[src/hdl/psm_pkg.sv]
/*
 * constants, field layout and state type of the power supply serial slave.
 * assumes one 100 MHz system clock and a byte-level serial front end.
 */
package psm_pkg;
  // ************************************************************
  // register map and function codes
  // ************************************************************
  localparam logic [15:0] ADDR_ON_OFF   = 16'h0000;
  localparam logic [15:0] ADDR_VOUT     = 16'h0060;
  localparam logic [15:0] ADDR_STATUS   = 16'h00c3;
  localparam logic [15:0] ADDR_SETUP    = 16'h00c4;
  localparam logic [7:0]  FC_READ_HOLD  = 8'h03;
  localparam logic [7:0]  FC_READ_INPUT = 8'h04;
  localparam logic [7:0]  FC_WRITE_ONE  = 8'h06;
  localparam logic [3:0]  REQ_LEN       = 4'h8;
  localparam logic [3:0]  REQ_OVER      = 4'h9;
  localparam logic [7:0]  RSP_HDR       = 8'h03;
  localparam logic [7:0]  RSP_OVERHEAD  = 8'h05;
  localparam logic [15:0] MAX_REGS      = 16'h007d;
  localparam logic [15:0] CRC_INIT      = 16'hffff;
  localparam logic [15:0] CRC_POLY      = 16'ha001;
  // ************************************************************
  // field positions and reset values
  // ************************************************************
  localparam int          ST_GOOD_BIT    = 1;
  localparam int          ST_DLOAD_BIT   = 4;
  localparam int          ST_INIT_BIT    = 5;
  localparam int          ST_NVMERR_BIT  = 6;
  localparam logic [15:0] STATUS_MASK    = 16'h0072;
  localparam int          CFG_SERIAL_BIT = 0;
  localparam int          CFG_OPINIT_LSB = 1;
  localparam int          CFG_POLICY_LSB = 8;
  localparam int          CFG_NOSTORE_BIT = 10;
  localparam logic [15:0] SETUP_MASK     = 16'h0707;
  localparam logic [15:0] SETUP_RESET    = 16'h0002;
  localparam logic [15:0] CMD_ON         = 16'h0001;
  localparam logic [15:0] CMD_OFF        = 16'h0000;
  localparam logic        ON_OFF_RESET   = 1'b1;
  localparam logic [1:0]  OPINIT_OFF     = 2'b00;
  localparam logic [1:0]  OPINIT_ON      = 2'b01;
  localparam logic [1:0]  OPINIT_PREV    = 2'b10;
  localparam logic [1:0]  CODE_RSVD      = 2'b11;
  localparam logic [1:0]  POLICY_NOW     = 2'b00;
  localparam logic [1:0]  POLICY_MIN1    = 2'b01;
  // ************************************************************
  // timing
  // ************************************************************
  localparam int CLK_PERIOD_NS   = 10;
  localparam int MS_NS           = 1000000;
  localparam int MS_CYCLES       = MS_NS / CLK_PERIOD_NS;
  localparam int MS_PER_MIN      = 60000;
  localparam int DELAY_SHORT_MIN = 1;
  localparam int DELAY_LONG_MIN  = 10;
  localparam int DELAY_SHORT_MS  = DELAY_SHORT_MIN * MS_PER_MIN;
  localparam int DELAY_LONG_MS   = DELAY_LONG_MIN * MS_PER_MIN;

  typedef enum logic [1:0] {ST_RX, ST_EXEC, ST_LOAD, ST_TX} psm_state_e;
endpackage

[src/hdl/psm_modbus_slave.sv]
/*
 * serial slave register logic: status word, setup word, on/off command,
 * voltage reading, read/write frame handling with crc16.
 * assumes a uart front end on clk_sys delivering bytes and a frame-gap pulse.
 */
`timescale 1ns/1ps
module psm_modbus_slave #(
  parameter int MS_TICK  = psm_pkg::MS_CYCLES,
  parameter int SHORT_MS = psm_pkg::DELAY_SHORT_MS,
  parameter int LONG_MS  = psm_pkg::DELAY_LONG_MS
) (
  input  wire logic        clk_sys,
  input  wire logic        rst_n,
  input  wire logic [7:0]  slaveAddr,
  input  wire logic        outputGoodFlag,
  input  wire logic        dummyLoadActive,
  input  wire logic        initDone,
  input  wire logic        nvmAccessError,
  input  wire logic        remoteOn,
  input  wire logic        savedOnOff,
  input  wire logic [15:0] outputVoltageReading,
  input  wire logic [7:0]  rxByte,
  input  wire logic        rxValid,
  input  wire logic        rxFrameEnd,
  input  wire logic        txReady,
  output logic [7:0]       txByte,
  output logic             txValid,
  output logic             outputEnable,
  output logic             outputOnCommand,
  output logic             serialControlSelect,
  output logic [1:0]       nvmWritePolicy,
  output logic             nvmStoreDisable,
  output logic             nvmStorePulse
);
  import psm_pkg::*;

  // ************************************************************
  // pin synchronisers
  // ************************************************************
  logic [13:0] sync1_q;
  logic [13:0] sync2_q;
  logic [7:0]  addrS;
  logic        goodS;
  logic        dloadS;
  logic        initS;
  logic        nvmErrS;
  logic        remoteS;
  logic        savedS;

  always_ff @(posedge clk_sys or negedge rst_n) begin
    if (!rst_n) begin
      sync1_q <= 14'h0000;
      sync2_q <= 14'h0000;
    end else begin
      sync1_q <= {slaveAddr, outputGoodFlag, dummyLoadActive, initDone,
                  nvmAccessError, remoteOn, savedOnOff};
      sync2_q <= sync1_q;
    end
  end

  assign {addrS, goodS, dloadS, initS, nvmErrS, remoteS, savedS} = sync2_q;

  // ************************************************************
  // register contents
  // ************************************************************
  logic [15:0] setup_q;
  logic [15:0] setup_d;
  logic        onOff_q;
  logic [1:0]  startCnt_q;
  logic        outEn_q;
  logic [15:0] statusWord;
  logic [7:0]  rxBuf_q [8];
  logic [15:0] reqStart;
  logic [15:0] reqCount;
  logic [7:0]  reqFc;
  logic        writeHit;
  logic        paramWrite;
  psm_state_e  state_q;

  always_comb begin
    statusWord = 16'h0000;
    statusWord[ST_GOOD_BIT] = goodS;
    statusWord[ST_DLOAD_BIT] = dloadS;
    statusWord[ST_INIT_BIT] = initS;
    statusWord[ST_NVMERR_BIT] = nvmErrS;
  end

  assign reqFc    = rxBuf_q[1];
  assign reqStart = {rxBuf_q[2], rxBuf_q[3]};
  assign reqCount = {rxBuf_q[4], rxBuf_q[5]};
  assign writeHit = (state_q == ST_EXEC) && (reqFc == FC_WRITE_ONE);
  assign paramWrite = writeHit && (reqStart == ADDR_ON_OFF || reqStart == ADDR_SETUP);

  // reserved codes keep the previous field so the word never holds them
  always_comb begin
    setup_d = setup_q;
    if (writeHit && reqStart == ADDR_SETUP) begin
      setup_d[CFG_SERIAL_BIT] = reqCount[CFG_SERIAL_BIT];
      if (reqCount[CFG_OPINIT_LSB+:2] != CODE_RSVD) begin
        setup_d[CFG_OPINIT_LSB+:2] = reqCount[CFG_OPINIT_LSB+:2];
      end
      if (reqCount[CFG_POLICY_LSB+:2] != CODE_RSVD) begin
        setup_d[CFG_POLICY_LSB+:2] = reqCount[CFG_POLICY_LSB+:2];
      end
      setup_d[CFG_NOSTORE_BIT] = reqCount[CFG_NOSTORE_BIT];
    end
  end

  always_ff @(posedge clk_sys or negedge rst_n) begin
    if (!rst_n) begin
      setup_q <= SETUP_RESET;
    end else begin
      setup_q <= setup_d & SETUP_MASK;
    end
  end

  // power-up preset waits for the synchronisers to carry the saved level
  always_ff @(posedge clk_sys or negedge rst_n) begin
    if (!rst_n) begin
      startCnt_q <= 2'b00;
      onOff_q    <= ON_OFF_RESET;
    end else if (startCnt_q != 2'b11) begin
      startCnt_q <= startCnt_q + 2'b01;
      if (startCnt_q == 2'b10) begin
        case (setup_q[CFG_OPINIT_LSB+:2])
          OPINIT_OFF:  onOff_q <= 1'b0;
          OPINIT_ON:   onOff_q <= 1'b1;
          OPINIT_PREV: onOff_q <= savedS;
          default:     onOff_q <= onOff_q;
        endcase
      end
    end else if (writeHit && reqStart == ADDR_ON_OFF) begin
      if (reqCount == CMD_ON || reqCount == CMD_OFF) begin
        onOff_q <= reqCount[0];
      end
    end
  end

  always_ff @(posedge clk_sys or negedge rst_n) begin
    if (!rst_n) begin
      outEn_q <= 1'b0;
    end else begin
      outEn_q <= setup_q[CFG_SERIAL_BIT] ? onOff_q : remoteS;
    end
  end

  assign outputEnable        = outEn_q;
  assign outputOnCommand     = onOff_q;
  assign serialControlSelect = setup_q[CFG_SERIAL_BIT];
  assign nvmWritePolicy      = setup_q[CFG_POLICY_LSB+:2];
  assign nvmStoreDisable     = setup_q[CFG_NOSTORE_BIT];

  // ************************************************************
  // nonvolatile store scheduling
  // ************************************************************
  logic [31:0] msDiv_q;
  logic [19:0] delay_q;
  logic [19:0] delayLimit;
  logic        pending_q;
  logic        store_q;
  logic        msTick;

  assign msTick     = (msDiv_q == 32'(MS_TICK - 1));
  assign delayLimit = (nvmWritePolicy == POLICY_MIN1) ? 20'(SHORT_MS) : 20'(LONG_MS);

  always_ff @(posedge clk_sys or negedge rst_n) begin
    if (!rst_n) begin
      msDiv_q <= 32'h0000_0000;
    end else if (msTick || paramWrite) begin
      msDiv_q <= 32'h0000_0000;
    end else begin
      msDiv_q <= msDiv_q + 32'h0000_0001;
    end
  end

  // each parameter write restarts the quiet-time wait
  always_ff @(posedge clk_sys or negedge rst_n) begin
    if (!rst_n) begin
      pending_q <= 1'b0;
      delay_q   <= 20'h00000;
      store_q   <= 1'b0;
    end else begin
      store_q <= 1'b0;
      if (paramWrite && !nvmStoreDisable) begin
        if (nvmWritePolicy == POLICY_NOW) begin
          store_q   <= 1'b1;
          pending_q <= 1'b0;
        end else begin
          pending_q <= 1'b1;
          delay_q   <= 20'h00000;
        end
      end else if (pending_q && nvmStoreDisable) begin
        pending_q <= 1'b0;
      end else if (pending_q && msTick) begin
        if (delay_q + 20'h00001 >= delayLimit) begin
          store_q   <= 1'b1;
          pending_q <= 1'b0;
        end else begin
          delay_q <= delay_q + 20'h00001;
        end
      end
    end
  end

  assign nvmStorePulse = store_q;

  // ************************************************************
  // frame reception
  // ************************************************************
  logic [3:0]  rxCnt_q;
  logic [15:0] rxCrc_q;
  logic        fcOk;
  logic        frameOk;

  function automatic logic [15:0] crcStep(input logic [15:0] c, input logic [7:0] b);
    logic [15:0] x;
    x = c ^ {8'h00, b};
    for (int i = 0; i < 8; i++) begin
      x = x[0] ? ((x >> 1) ^ CRC_POLY) : (x >> 1);
    end
    return x;
  endfunction

  always_ff @(posedge clk_sys or negedge rst_n) begin
    if (!rst_n) begin
      rxCnt_q <= 4'h0;
      rxCrc_q <= CRC_INIT;
      for (int i = 0; i < 8; i++) begin
        rxBuf_q[i] <= 8'h00;
      end
    end else if (rxFrameEnd) begin
      rxCnt_q <= 4'h0;
      rxCrc_q <= CRC_INIT;
    end else if (rxValid && state_q == ST_RX) begin
      if (rxCnt_q < REQ_LEN) begin
        rxBuf_q[rxCnt_q[2:0]] <= rxByte;
      end
      if (rxCnt_q != REQ_OVER) begin
        rxCnt_q <= rxCnt_q + 4'h1;
      end
      rxCrc_q <= crcStep(rxCrc_q, rxByte);
    end
  end

  assign fcOk = (reqFc == FC_WRITE_ONE) ||
                ((reqFc == FC_READ_HOLD || reqFc == FC_READ_INPUT) &&
                 reqCount != 16'h0000 && reqCount <= MAX_REGS);
  assign frameOk = (state_q == ST_RX) && rxFrameEnd && (rxCnt_q == REQ_LEN) &&
                   (rxCrc_q == 16'h0000) && (rxBuf_q[0] == addrS) && fcOk;

  // ************************************************************
  // answer generation
  // ************************************************************
  logic [7:0]  txIdx_q;
  logic [7:0]  txLen_q;
  logic [15:0] txCrc_q;
  logic [15:0] txResid_q;
  logic        isEcho_q;
  logic [7:0]  txByte_q;
  logic        txValid_q;
  logic [7:0]  dataK;
  logic [15:0] regAddr;
  logic [15:0] regWord;
  logic [7:0]  txNext;
  logic        txLast;

  always_comb begin
    dataK   = txIdx_q - RSP_HDR;
    regAddr = reqStart + {9'h000, dataK[7:1]};
    regWord = 16'h0000;
    if (regAddr == ADDR_ON_OFF) begin
      regWord = {15'h0000, onOff_q};
    end else if (regAddr == ADDR_VOUT) begin
      regWord = outputVoltageReading;
    end else if (regAddr == ADDR_STATUS) begin
      regWord = statusWord;
    end else if (regAddr == ADDR_SETUP) begin
      regWord = setup_q;
    end
    if (isEcho_q) begin
      txNext = rxBuf_q[txIdx_q[2:0]];
    end else if (txIdx_q < 8'h02) begin
      txNext = rxBuf_q[txIdx_q[0]];
    end else if (txIdx_q == 8'h02) begin
      txNext = {reqCount[6:0], 1'b0};
    end else if (txIdx_q == txLen_q - 8'h02) begin
      txNext = txCrc_q[7:0];
    end else if (txIdx_q == txLen_q - 8'h01) begin
      txNext = txCrc_q[15:8];
    end else begin
      txNext = dataK[0] ? regWord[7:0] : regWord[15:8];
    end
  end

  assign txLast = (txIdx_q == txLen_q - 8'h01);

  always_ff @(posedge clk_sys or negedge rst_n) begin
    if (!rst_n) begin
      state_q <= ST_RX;
    end else begin
      case (state_q)
        ST_RX:   state_q <= frameOk ? ST_EXEC : ST_RX;
        ST_EXEC: state_q <= ST_LOAD;
        ST_LOAD: state_q <= ST_TX;
        default: begin
          if (txReady) begin
            state_q <= txLast ? ST_RX : ST_LOAD;
          end
        end
      endcase
    end
  end

  always_ff @(posedge clk_sys or negedge rst_n) begin
    if (!rst_n) begin
      txIdx_q   <= 8'h00;
      txLen_q   <= 8'h00;
      txCrc_q   <= CRC_INIT;
      txResid_q <= CRC_INIT;
      isEcho_q  <= 1'b0;
      txByte_q  <= 8'h00;
      txValid_q <= 1'b0;
    end else if (state_q == ST_EXEC) begin
      txIdx_q   <= 8'h00;
      txCrc_q   <= CRC_INIT;
      txResid_q <= CRC_INIT;
      isEcho_q  <= writeHit;
      txLen_q   <= writeHit ? {4'h0, REQ_LEN} : RSP_OVERHEAD + {reqCount[6:0], 1'b0};
    end else if (state_q == ST_LOAD) begin
      txByte_q  <= txNext;
      txValid_q <= 1'b1;
      // check bytes must not fold into the sum they carry, or the high byte goes wrong
      if (txIdx_q < txLen_q - 8'h02) begin
        txCrc_q <= crcStep(txCrc_q, txNext);
      end
    end else if (state_q == ST_TX && txReady) begin
      txValid_q <= 1'b0;
      txIdx_q   <= txIdx_q + 8'h01;
      txResid_q <= crcStep(txResid_q, txByte_q);
    end
  end

  assign txByte  = txByte_q;
  assign txValid = txValid_q;
endmodule

[config.mk]
export PLATFORM = sky130hd
export DESIGN_NAME = psm_modbus_slave
export DESIGN_NICKNAME = d
export VERILOG_FILES = /design/src/hdl/psm_pkg.sv /design/src/hdl/psm_modbus_slave.sv
export SDC_FILE = /design/constraint.sdc
export NUM_CORES = 1
export LEC_CHECK = 0
export ABC_AREA = 1
export BUFFER_PORTS_ARGS = -buffer_cell sky130_fd_sc_hd__buf_4
export CAP_MARGIN = 20
export CORE_MARGIN = 3
export CORE_UTILIZATION = 45
export DETAILED_ROUTE_END_ITERATION = 8
export SLEW_MARGIN = 5
export SYNTH_ARGS = -nofsm -noshare
export SYNTH_HDL_FRONTEND = slang
export SYNTH_SLANG_ARGS = --single-unit
export TNS_END_PERCENT = 100
[constraint.sdc]
create_clock -name clk_sys -period 9 [get_ports clk_sys]
set_input_delay 0 -clock clk_sys [delete_from_list [all_inputs] [get_ports clk_sys]]
set_output_delay 0 -clock clk_sys [all_outputs]
set_load 0.02 [all_outputs]
=== Word-level counts from Yosys, hierarchy flattened ===
Cells that the tools add are included.

* Bits in registers: 220

* Add/subtract/negate cells: 10
* Order comparisons: 9
* Eq/ne operators: 31
* Muxes and demuxes: 76
* Bitwise logic cells: 23
* Reduce and logical (&&, ||, !) cells: 54

{| class="wikitable"
|+ Operators with widths
! cell !! count
|-
| $mux W16 || 24
|-
| $mux W20 || 6
|-
| $mux W8 || 15
|-
| $bwmux W64 || 1
|-
| $logic_not A16 Y1 || 4
|-
| $eq A16 B8 Y1 const B || 3
|-
| $not A2 Y3 || 16
|-
| $add A32 B1 Y32 const B || 1
|-
| $eq A32 B17 Y1 const B || 1
|-
| $mux W32 || 1
|-
| $xor A16 B8 Y16 || 2
|-
| $bmux W8 S3 || 1
|-
| $demux W8 S3 || 1
|-
| $eq A8 B8 Y1 || 3
|-
| $add A20 B1 Y20 const B || 1
|-
| $ge A20 B20 Y1 || 1
|-
| $mux W1 || 18
|-
| $reduce_bool A2 Y1 || 9
|-
| $logic_and A1 B1 Y1 || 17
|-
| $add A16 B7 Y16 || 1
|-
| $bmux W8 S2 || 1
|-
| $eq A16 B1 Y1 const B || 1
|-
| $eq A16 B7 Y1 const B || 1
|-
| $eq A8 B2 Y1 const B || 2
|-
| 38 further kinds || 72
|}

=== Depth between registers and ports, before layout ===
Gate-level depths: netlist (run 1).

* Depth after elaboration: 33
* Gate-level depth with buffers: 42
* Mapped depth without buffers: 40

=== Least setup slack after synthesis (run 1) ===
No wires, ideal clock.

* Path type: register -> register
* From: register txIdx_q[1]
* To: register txCrc_q[0]
* Library setup time: 72 ps
* Arrival: 3966 ps
* Required time: 8928 ps
* Path slack: 4962 ps
* Stages on the path, launching flop included: 41
* Buffers on the path: 3
* Period minus slack after synthesis: 4038 ps
* Cells stage by stage: dfrtp_1 -> buf_2 -> nand2_1 -> clkbuf_1 -> nand2_1 -> nor3_1 -> xor2_1 -> ha_1 -> nand2_1 -> inv_1 -> a21oi_2 -> nand2_2 -> nand2_1 -> nand2_1 -> nand2_1 -> nand3_1 -> nor2_4 -> buf_6 -> [... 5 more ...] -> nand2_1 -> nand2_1 -> nand2_1 -> nand2_1 -> nand2_1 -> nand2_2 -> nand3_1 -> nand2_1 -> nand2_1 -> nand2_2 -> inv_2 -> nand2_4 -> nand2_2 -> nand2_1 -> nand3_1 -> nand3_1 -> nand2_1 -> inv_1

* Cells in the longest elaborated chain, start to end: 26
* Elaborated cells on any way between the ends: 46

{| class="wikitable"
|+ RTL lines
! element !! line !! RTL
|-
| start, declared || psm_modbus_slave.sv:254 || <nowiki>logic [7:0] txIdx_q;</nowiki>
|-
| start signal, assigned || psm_modbus_slave.sv:338 || <nowiki>txIdx_q <= txIdx_q + 8'h01;</nowiki>
|-
| $sub A8 B2 Y8 || psm_modbus_slave.sv:268 || <nowiki>dataK = txIdx_q - RSP_HDR;</nowiki>
|-
| $add A16 B7 Y16 || psm_modbus_slave.sv:269 || <nowiki>regAddr = reqStart + {9'h000, dataK[7:1]};</nowiki>
|-
| $eq A16 B8 Y1 || psm_modbus_slave.sv:277 || <nowiki>end else if (regAddr == ADDR_SETUP) begin</nowiki>
|-
| $mux W11 || psm_modbus_slave.sv:277 ||
|-
| $mux W16 || psm_modbus_slave.sv:275 || <nowiki>end else if (regAddr == ADDR_STATUS) begin</nowiki>
|-
| $mux W16 || psm_modbus_slave.sv:273 || <nowiki>end else if (regAddr == ADDR_VOUT) begin</nowiki>
|-
| $mux W16 || psm_modbus_slave.sv:271 || <nowiki>if (regAddr == ADDR_ON_OFF) begin</nowiki>
|-
| $mux W8 || psm_modbus_slave.sv:291 || <nowiki>txNext = dataK[0] ? regWord[7:0] : regWord[15:8];</nowiki>
|-
| [... 4 more ...] || - ||
|-
| $mux W8 || psm_modbus_slave.sv:280 || <nowiki>if (isEcho_q) begin</nowiki>
|-
| $xor A16 B8 Y16 || psm_modbus_slave.sv:217 || <nowiki>x = c ^ {8'h00, b};</nowiki>
|-
| $mux W16 / $not A2 Y3 (equally long branches) || - ||
|-
| $not A2 Y3 (no line) / $mux W16 (equally long branches) || - ||
|-
| $mux W16 (7 in a row) || psm_modbus_slave.sv:219 || <nowiki>x = x[0] ? ((x >> 1) ^ CRC_POLY) : (x >> 1);</nowiki>
|-
| $mux W16 || psm_modbus_slave.sv:333 || <nowiki>if (txIdx_q < txLen_q - 8'h02) begin</nowiki>
|-
| $mux W16 || psm_modbus_slave.sv:329 || <nowiki>end else if (state_q == ST_LOAD) begin</nowiki>
|-
| $mux W16 || psm_modbus_slave.sv:323 || <nowiki>end else if (state_q == ST_EXEC) begin</nowiki>
|-
| end signal, assigned || psm_modbus_slave.sv:334 || <nowiki>txCrc_q <= crcStep(txCrc_q, txNext);</nowiki>
|-
| end, declared || psm_modbus_slave.sv:256 || <nowiki>logic [15:0] txCrc_q;</nowiki>
|}

Parallel ways exist; a longest one is shown, timed or not. The select of a mux whose other input is x is not followed.
A chain may end at the register's enable or synchronous reset.

=== Worst setup path after layout (run 1) ===
Ends and elaborated chain as after synthesis.

==> reports/metrics.yaml, run 1 <==
status:
  status: "finished clean"
power_and_ir_drop:
  swShare: 0.4306
  p_int_w: 0.002622
  p_clk_frac: 0.258
  vdd_drop_max_uv: 168.9
  combPwrFrac: 0.438
  p_seq_frac: 0.304
  p_leak_nw: 7.175
  switchingPower_w: 0.001983
  power_density_mw_per_mm2: 302.5
die:
  core_mm2: 0.02878
  die-height_um: 177.3
  die_x_um: 177.3
  ios: 59
  rows: 62
  start_util: 0.4586
  fp.dieArea_mm2: 0.03142
timing:
  setup_viol: 0
  finClkSkew_ns: 0.007575
  maxClockFrequency_mhz: 185.4
  tns_ns: 0
  worst_pin_slew_ns: 0.9007
  fin_crit_ns: 5.393
  maxSlewViolCount: 0
  rsz0062_at_grt: "false"
  period_share: 0.5992
  slew_headroom: 0.3989
  hold_viol: 0
  setup_ws_ns: 3.607
synth:
  ys_seq_area_frac: 0.4203
  synth_cell_type_count: 60
  syn-num-nets: 1785
  yosys_register_bits: 220
  syn_inst: 1696
  syn_area_mm2: 0.01320
  synth_warnings: 0
  avgSynthCellArea_um2: 7.782
critical_path:
  cp-end-kind: "flip-flop"
  cp_num_buf_inv: 1
  max_stage_delay_ns: 0.73
  cp_slowest_cell: "dfrtp_1"
  cp_max_fo: 21
  crit_top_cell: "nand2_1"
  critical_path_class: "reg -> reg"
  worstSetupStartpointType: "flip-flop"
  critPathTopFamily: "simple AND/OR/NAND/NOR gates"
  path_depth: 34
  reg2regPathDepth: 34
  critPathArrivalTime_ns: 5.88
  cp.required_ns: 9.49
route:
  vias_per_cell: 5.429
  vias: 11818
  drc: 0
  ant_nets: 0
  drt-total-wl_mm: 36.68
  firstDrtPassIters: 5
  post_drt_wl_per_cell_um: 16.85
  drtIter0Drc: 904
clock_network:
  clk_latency_ns: 0.56
  clock-root-buffer: "clkbuf_16"
  cts_sinks: 220
  cts_buffer_depth: 3
  cts_max_level: 1
  clkTransAtPathRegs_ns: 0.06
  cts_made_buffers: 26
  postCtsResizedCells: 0
  cts_tree: "done"
grt:
  track_usage: 0.2367
  antenna_found_initial: 1
  grt_pass1_wl_mm: 59.94
  grt_max_degree: 92
  grt_pass1_vias: 11428
  grt.overflow.total: 0
finish:
  finalNetCount: 1862
  antenna_cells: 0
  layout_commonest_cell: "nand2_1"
  drive_gt1_frac: 0.1132
  syn2layout_area_growth_pct: 15.35
  final_cell_mix: "nand2_1, inv_1, dfrtp_1"
place:
  dp_hpwl_mm: 27.01
  dp_slack_ns: 3.723
  gp_congestion: 0.9595
  portBuffers: 58
job:
  maxCapViolCount: 0
min_path:
  hold_path_class: "in -> async"
Yosys cell counts, drive strengths merged:
master / count / area (um^2)
o21ai: 150 / 750.7
nor3: 39 / 242.7
nand4: 42 / 269.0
o21bai: 2 / 15.01
a21oi: 75 / 379.1
o221ai: 8 / 70.07
or4: 1 / 7.510
inv: 226 / 850.8
ha: 45 / 563.0
o2111ai: 1 / 8.760
o21a: 7 / 52.55
dfstp: 34 / 893.4
a221oi: 4 / 35.03
a311oi: 1 / 8.760
nor4: 27 / 211.5
a211oi: 2 / 15.01
a221o: 1 / 10.01
mux2i: 2 / 20.02
dfrtp: 186 / 4654
clkinv: 2 / 7.510
a211o: 1 / 8.760
xor2: 51 / 446.7
a2111oi: 1 / 8.760
and3b: 1 / 8.760
and2: 2 / 12.51
or2: 2 / 12.52
a31oi: 9 / 56.30
nand2: 396 / 1549
o22ai: 28 / 175.2
a22oi: 9 / 67.56
nand3: 125 / 665.6
o211ai: 8 / 60.06
fa: 1 / 20.02
clkbuf: 26 / 97.59
nor3b: 3 / 22.52
xnor2: 24 / 210.2
nand3b: 5 / 37.54
o22a: 3 / 26.28
nor2: 127 / 521.7
o31ai: 2 / 15.01
buf: 17 / 111.4
final timing paths:
check                               to    startpoint  slack (ns)
hold reg to reg            sync2_q[11]   sync1_q[11]        0.34
setup reg to reg            txCrc_q[0]    txIdx_q[1]        3.61
max in group asynchronous   sync1_q[7]         rst_n        7.57
hold / removal             delay_q[19]         rst_n        0.01
setup / recovery            txCrc_q[0]    txIdx_q[1]        3.61
min in group clk_sys        sync1_q[9]  slaveAddr[3]        0.09
sequential cells by signal, summed over array words and instances, names as in the netlist, 14 cells and up:
register,cells
delay_q,20
sync1_q,14
rxBuf_q,24
reqStart,16
reqCount,16
txCrc_q,16
sync2_q,14
msDiv_q,32
rxCrc_q,16
logic make-up (layout without fill, tap and decap cells):
| logic type | after synthesis | count (layout) | share of synthesized area |
|---|---|---|---|
| fa+ha+maj | 46 | 46 | 0.04417 |
| simple gates | 770 | 770 | 0.2698 |
| buf+inv | 271 | 368 | 0.08086 |
| flops | 220 | 220 | 0.4203 |
| compound gates | 312 | 312 | 0.1336 |
| mux | 2 | 2 | 0.001517 |
| xor+xnor | 75 | 75 | 0.04977 |
timing repair:
item                                   4_1_cts  5_1_grt
buffers inserted                             0        0
endpoints found under the hold margin      184        0
hold buffers                                28        0
power by group through the flow:
stage / combinational (W) / clock, W / sequential (W)
global placement: 0.00195 / 0 / 0.00141
detailed placement: 0.00198 / 0 / 0.00141
finish: 0.00202 / 0.00119 / 0.00140
CTS: 0.00199 / 0.00122 / 0.00140
global route: 0.00228 / 0.00126 / 0.00142
floorplan: 0.00150 / 0 / 0.00136
routing by layer:
layer | up-vias | track usage | wire length [um]
li1 | 5825 | - | -
met1 | 5584 | 0.3406 | 17330
met2 | 321 | 0.3651 | 15990
met3 | 86 | 0.03775 | 2081
met4 | 2 | 0.07788 | 1260
met5 | - | 0 | 13
stage by stage:
stage	std cells	hold WS (ns)	cell area [um^2]	util	power, W
after floorplan	1696	-0.2956	13200	-	0.002854
after global placement	2100	0.06399	13960	0.4850	0.003363
after detailed placement	2101	0.05775	13960	0.4852	0.003386
after CTS	2177	0.06300	15220	0.5290	0.004608
after global routing	2177	0.08582	15220	0.5290	0.004959
final	2177	0.01253	15220	0.5290	0.004605
cell type report:
| cell class | instances | area [um^2] |
|---|---|---|
| multi-input cells | 1205 | 6590 |
| well taps | 384 | 480.5 |
| clock inverters | 14 | 249.0 |
| clock buffers | 34 | 730.7 |
| repair buffers | 92 | 768.2 |
| fillers | 2753 | 13560 |
| inverters | 228 | 858.3 |
| flip-flops and latches | 220 | 5548 |
Power figures use the tool's default switching activity.
==> inputs of run 2 (changes only) <==
--- a/config.mk
+++ b/config.mk
@@ -5,7 +5,7 @@
 export SDC_FILE = /design/constraint.sdc
 export NUM_CORES = 1
 export LEC_CHECK = 0
-export ABC_AREA = 1
+export ABC_AREA = 0
 export BUFFER_PORTS_ARGS = -buffer_cell sky130_fd_sc_hd__buf_4
 export CAP_MARGIN = 20
 export CORE_MARGIN = 3
==> constraint.sdc (replaced) <==
create_clock -name clk_sys -period 4.9 [get_ports clk_sys]
set_input_delay 0 -clock clk_sys [delete_from_list [all_inputs] [get_ports clk_sys]]
set_output_delay 0 -clock clk_sys [all_outputs]
set_load 0.02 [all_outputs]
==> reports/metrics.yaml, run 2 <==
critical_path:
  r2r_slack_ns: 0.04  # -3.57 ns
  path_cells: "or4_4 > nor3_2 > xor2_1 > ha_1 > nand4_2 > or4_4 > and3_4 > o32ai_4 > and4_4 > nand2_2 > nor2_1 > a21oi_2 > xnor3_1 > xnor3_2 > xor2_2 > xor2_1 > o22a_1"
  critPathArrivalTime_ns: 5.33  # -0.55 ns
  cp_slowest_cell: "or4_4"
  critical_path_class: "reg -> reg"
  worstSetupStartpointType: "flip-flop"
  cp_max_fo: 6  # -71%
  max_stage_delay_ns: 0.56  # -0.17 ns
  cp.required_ns: 5.37  # -4.12 ns
  cp-end-kind: "flip-flop"
finish:
  drive_gt1_frac: 0.2434  # +0.1302
  finalNetCount: 1479  # -21%
  syn2layout_area_growth_pct: 17.81
  final_area_mm2: 0.01550  # +1.8%
  seq_area_mm2: 0.005549  # about the same
  top_register: "msDiv_q"
  antenna_cells: 0  # unchanged
  instances_no_fill: 1787  # -18%
  top_regs: "msDiv_q (32), rxBuf_q (24), delay_q (20)"
  final_cell_mix: "dfrtp_1, nor2_1, buf_4"
  largest_reg_flops: 32  # unchanged
  multi_input_area_mm2: 0.007224  # +9.6%
  layout_commonest_cell: "dfrtp_1"
  num-fill-cells: 2492  # -9.5%
synth:
  yosys.area.top_type: "dfrtp_1"
  synth_cell_type_count: 104  # +73%
  netlist.area_leader.share: 0.3537  # +0.001107
  synth_fa_ha_area_frac: 0.04431  # +0.0001386
  ys_seq_area_frac: 0.4216  # +0.001319
  synthMuxAreaShare: 0.1234  # +0.1219
  synth_top_family_by_area: "simple AND/OR/NAND/NOR gates"
  synthTopCellsByCount: "dfrtp_1, nor2_1, nand2_1"
  synth_async_sr_flop_share: 1.000  # unchanged
  synth_edf_count: 0  # unchanged
  syn-num-nets: 1370  # -23%
  syn_area_mm2: 0.01316  # -0.31%
  synth-compound-area-share: 0.1096  # -0.02392
  yosys_register_bits: 220  # unchanged
  yosys-top-cells-area: "dfrtp_1, mux2_2, dfstp_2, xnor2_1, ha_1"
  synth-xor-area-share: 0.09291  # +0.04314
  syn_inst: 1281  # -24%
  avgSynthCellArea_um2: 10.27  # +32%
  synth_warnings: 0  # unchanged
  synth_simple_gate_area_share: 0.1696  # -0.1002
  yosysMostFrequentCell: "dfrtp_1"
  ys.flop_type: "dfrtp_1"
timing:
  worst_pin_slew_ns: 0.8990  # -0.001688 ns
  maxClockFrequency_mhz: 205.6  # +11%
  whs_ns: 0.07927  # +0.06674 ns
  hold_viol: 0  # unchanged
  setup_viol: 0  # unchanged
  rsz0062_at_grt: "true"
  finClkSkew_ns: 0.02441  # +0.01683 ns
  maxSlewViolCount: 0  # unchanged
  period_share: 0.9925  # +0.3933
  slew_headroom: 0.3984  # -0.0004430
  fin_crit_ns: 4.863  # -0.5294 ns
  tns_ns: 0  # unchanged
clock_network:
  cts_sinks: 220  # unchanged
  cts_buffer_depth: 3  # unchanged
  cts_made_buffers: 27  # +3.8%
  clock-root-buffer: "clkbuf_16"
  cts_max_level: 1  # unchanged
  cts_tree: "done"
  clk_latency_ns: 0.54  # -0.02 ns
  clkTransAtPathRegs_ns: 0.06  # about the same
grt:
  track_usage: 0.2204  # -0.01621
  grt_pass1_vias: 9859  # -14%
  grt.overflow.total: 0  # unchanged
  antenna_found_initial: 0  # -1
  grt_pass1_wl_mm: 55.06  # -8.1%
  grt_max_degree: 114  # +24%
job:
  maxCapViolCount: 0  # unchanged
route:
  drtIter0Drc: 770  # -15%
  vias: 10065  # -15%
  post_drt_wl_per_cell_um: 19.28  # +14%
  drc: 0  # unchanged
  vias_per_cell: 5.632  # +3.8%
  ant_nets: 0  # unchanged
  drt-total-wl_mm: 34.45  # -6.1%
  firstDrtPassIters: 5  # unchanged
die:
  die_x_um: 177.0  # -0.15%
  rows: 61  # -1.6%
  core_mm2: 0.02832  # -1.6%
  start_util: 0.4647  # +0.006060
  die-height_um: 177.0  # -0.15%
  ios: 59  # unchanged
  fp.dieArea_mm2: 0.03133  # -0.30%
place:
  portBuffers: 58  # unchanged
  placed_cell_area_mm2: 0.01425  # +2.1%
  dp_hpwl_mm: 24.85  # -8.0%
  dpl.cell_count: 1712  # -19%
  gp_congestion: 0.8923  # -7.0%
power_and_ir_drop:
  power.total_w: 0.008134  # +77%
  p_leak_nw: 6.835  # -4.7%
  power_density_mw_per_mm2: 524.7  # +73%
  vdd_drop_max_uv: 519.8  # +210%
min_path:
  hold_path_class: "in -> reg"
status:
  status: "finished clean"
run 2: cell types whose count changed in the layout (fill, tap and decap cells not counted), moves of 41 or more:
| cell | before | now |
|---|---|---|
| mux2_2 | 0 | 80 |
| xnor2_1 | 24 | 72 |
| buf_4 | 63 | 119 |
| inv_1 | 217 | 45 |
| mux2i_1 | 2 | 43 |
| nand3_1 | 120 | 54 |
| o21ai_0 | 137 | 38 |
| nand2_1 | 377 | 90 |
run 2: repair_timing:
action / in CTS / in global routing
setup endpoints to repair: 1 / 2
pin swaps: 2 / 8
hold buffers: 25 / 0
resized for setup: 5 / 12
setup buffers: 0 / 2
endpoints found under the hold margin: 186 / 0
run 2: power breakdown:
part / switching [W] / leakage, nW / internal [W]
Combinational: 0.00192 / 3.60 / 0.00175
Sequential: 0.000280 / 2.79 / 0.00216
Clock: 0.000778 / 0.436 / 0.00124
run 2: routing by layer:
layer  part of all wire  GRT usage  up-vias  wire length (um)
li1                   -          -     4809                 -
met1               0.48     0.3308     4958             16530
met2               0.45     0.3364      247             15370
met3              0.053    0.03368       51              1821
met4              0.021    0.05205        0               737
met5                  0          0        -                 0
run 2: kinds of logic after synthesis:
family          after synthesis
fa+ha+maj                    46
xor+xnor                    130
buf+inv                     113
flops                       220
compound gates              203
simple gates                433
mux                         136
run 2: critical path, delay by kind of cell, from the launching register on:
family,cells,cell delay [ns]
AND/OR/NAND/NOR,8,2.17
XOR/XNOR,5,1.31
AO/OA/AOI/OAI,3,0.56
flip-flops,1,0.38
adder cells (fa/ha/maj),1,0.38
run 2: final cells by class:
class / instances / area share
repair buffers: 146 / 0.07604
well taps: 378 / 0.03051
inverters: 47 / 0.01138
flip-flops and latches: 220 / 0.3580
clock inverters: 9 / 0.008314
clock buffers: 39 / 0.04972
multi-input cells: 948 / 0.4661
run 2: through the flow:
stage | setup WS (ns) | utilization
after detailed placement | -0.07741 | 0.5033
after CTS | 0.01999 | 0.5450
after floorplan | -0.02303 | -
final | 0.03659 | 0.5474
after global placement | 0.03096 | 0.5033
after global routing | -0.1581 | 0.5474
run 2: worst paths after layout:
check	start	end	depth (start not counted)
max	txIdx_q[2]	txCrc_q[0]	17
max in group asynchronous	rst_n	sync2_q[4]	3
max reg2reg	txIdx_q[2]	txCrc_q[0]	17
min	rxValid	rxCnt_q[0]	5
min reg2reg	sync1_q[2]	sync2_q[2]	0
min in group asynchronous	rst_n	msDiv_q[10]	2
==> inputs of run 3 (changes only) <==
--- a/config.mk
+++ b/config.mk
@@ -11,6 +11,7 @@
 export CORE_MARGIN = 3
 export CORE_UTILIZATION = 45
 export DETAILED_ROUTE_END_ITERATION = 8
+export PLACE_DENSITY = 0.67
 export SLEW_MARGIN = 5
 export SYNTH_ARGS = -nofsm -noshare
 export SYNTH_HDL_FRONTEND = slang
==> reports/metrics.yaml, run 3 (synthesis gave the netlist of run 2 again) <==
status:
  status: "finished clean"
route:
  vias_per_cell: 5.671  # +0.69%
  drc: 0  # unchanged
  ant_nets: 0  # unchanged
  drt-total-wl_mm: 33.42  # -3.0%
  drtIter0Drc: 781  # +1.4%
  post_drt_wl_per_cell_um: 18.70  # -3.0%
  firstDrtPassIters: 5  # unchanged
  vias: 10134  # +0.69%
grt:
  grt.busiest_layer: "met2"
  track_usage: 0.2128  # -0.007618
  grt_pass1_vias: 9899  # +0.41%
  met1_usage: 0.3078  # -0.02301
  antenna_found_initial: 0  # unchanged
  grt_util_met3: 0.03453  # +0.0008580
  grt.overflow.total: 0  # unchanged
  grt.met2_usage: 0.3324  # -0.004006
  grt_max_degree: 127  # +11%
  grt_pass1_wl_mm: 53.52  # -2.8%
finish:
  top_regs: "msDiv_q (32), rxBuf_q (24), delay_q (20)"
  final_area_mm2: 0.01558  # +0.54%
  instances_no_fill: 1787  # unchanged
  finalNetCount: 1479  # unchanged
  final_cell_mix: "dfrtp_1, nor2_1, buf_4"
  top_register: "msDiv_q"
  layout_commonest_cell: "dfrtp_1"
  drive_gt1_frac: 0.2541  # +0.01065
  syn2layout_area_growth_pct: 18.45
  largest_reg_flops: 32  # unchanged
  antenna_cells: 0  # unchanged
die:
  core_mm2: 0.02832  # unchanged
  die_x_um: 177.0  # unchanged
  start_util: 0.4647  # unchanged
  fp.dieArea_mm2: 0.03133  # unchanged
  die-height_um: 177.0  # unchanged
  rows: 61  # unchanged
  ios: 59  # unchanged
place:
  placed_cell_area_mm2: 0.01424  # -0.11%
  gp_congestion: 0.9410  # +5.5%
  dpl.cell_count: 1710  # -0.12%
  portBuffers: 58  # unchanged
  dp_hpwl_mm: 23.85  # -4.0%
critical_path:
  worstSetupStartpointType: "flip-flop"
  cp_max_fo: 6  # unchanged
  critPathArrivalTime_ns: 5.33  # about the same
  cp-end-kind: "flip-flop"
  cp.required_ns: 5.37  # about the same
  critical_path_class: "reg -> reg"
timing:
  setup_viol: 0  # unchanged
  hold_viol: 0  # unchanged
  maxClockFrequency_mhz: 205.9  # +0.13%
  worst_pin_slew_ns: 0.9230  # +0.02400 ns
  fin_crit_ns: 4.857  # -0.006273 ns
  period_share: 0.9913  # -0.001280
  finClkSkew_ns: 0.02536  # +0.0009524 ns
  rsz0062_at_grt: "true"
  slew_headroom: 0.3824  # -0.01606
  whs_ns: 0.06622  # -0.01305 ns
  maxSlewViolCount: 0  # unchanged
job:
  maxCapViolCount: 0  # unchanged
power_and_ir_drop:
  power_density_mw_per_mm2: 521.8  # -0.56%
  vdd_drop_max_uv: 425.0  # -18%
  power.total_w: 0.008132  # about the same
  p_leak_nw: 6.847  # +0.17%
clock_network:
  cts_tree: "done"
  cts_buffer_depth: 3  # unchanged
  clk_latency_ns: 0.55  # about the same
  cts_max_level: 1  # unchanged
  cts_made_buffers: 25  # -7.4%
  cts_sinks: 220  # unchanged
  clkTransAtPathRegs_ns: 0.06  # about the same
  clock-root-buffer: "clkbuf_16"
min_path:
  hold_path_class: "in -> async"
run 3: worst paths after layout:
check	start	endpoint	slack, ns	depth (start not counted)
setup / recovery	txIdx_q[2]	txCrc_q[0]	0.04	17
hold reg to reg	sync1_q[12]	sync2_q[12]	0.34	0
setup reg to reg	txIdx_q[2]	txCrc_q[0]	0.04	17
max in group asynchronous	rst_n	txValid	3.65	3
hold / removal	rst_n	msDiv_q[10]	0.07	2
min in group clk_sys	rxValid	rxCrc_q[8]	0.08	4
run 3: metrics by stage:
step	setup TNS [ns]	util	setup WS, ns
global placement	0	0.5028	0.05405
detailed placement	-0.05828	0.5028	-0.05828
floorplan	-0.02303	-	-0.02303
global route	-0.1196	0.5504	-0.1196
finish	0	0.5504	0.04287
CTS	0	0.5443	0.01762
run 3: area by class of cell:
type / count / area, um^2
flip-flops and latches: 220 / 5549
clock inverters: 14 / 200.2
inverters: 47 / 176.4
well taps: 378 / 473.0
fillers: 2456 / 12730
multi-input cells: 948 / 7291
repair buffers: 148 / 1194
clock buffers: 32 / 701.9
run 3: power by group:
part           switching, W  total, W  internal [W]
clock              0.000787   0.00202       0.00123
sequential         0.000288   0.00245       0.00216
combinational       0.00190   0.00366       0.00177
run 3: timing repair:
item / CTS / global route
pin swaps: 1 / 12
hold buffers: 25 / 0
setup buffers: 2 / 4
hold endpoints to repair: 184 / 0
setup endpoints to repair: 1 / 2
resized for setup: 2 / 25
run 3: critical path, cell delays in order, from the launching register on:
cell and delay, ns:
dfrtp_1 0.38, or4_4 0.58, nor2_2 0.13, xor2_1 0.08
ha_1 0.37, nand4_2 0.13, or4_4 0.52, and3_4 0.20
o32ai_4 0.27, and4_4 0.30, nand2_4 0.10, o32a_4 0.43
xnor2_4 0.19, xnor3_1 0.37, xnor3_2 0.28, xor2_2 0.17
xor2_1 0.16, o22a_1 0.16
run 3: per-layer routing:
metal	up-vias	wire length [um]
li1	4812	-
met2	281	15200
met1	4984	15240
met4	0	881
met5	-	0
met3	57	2097
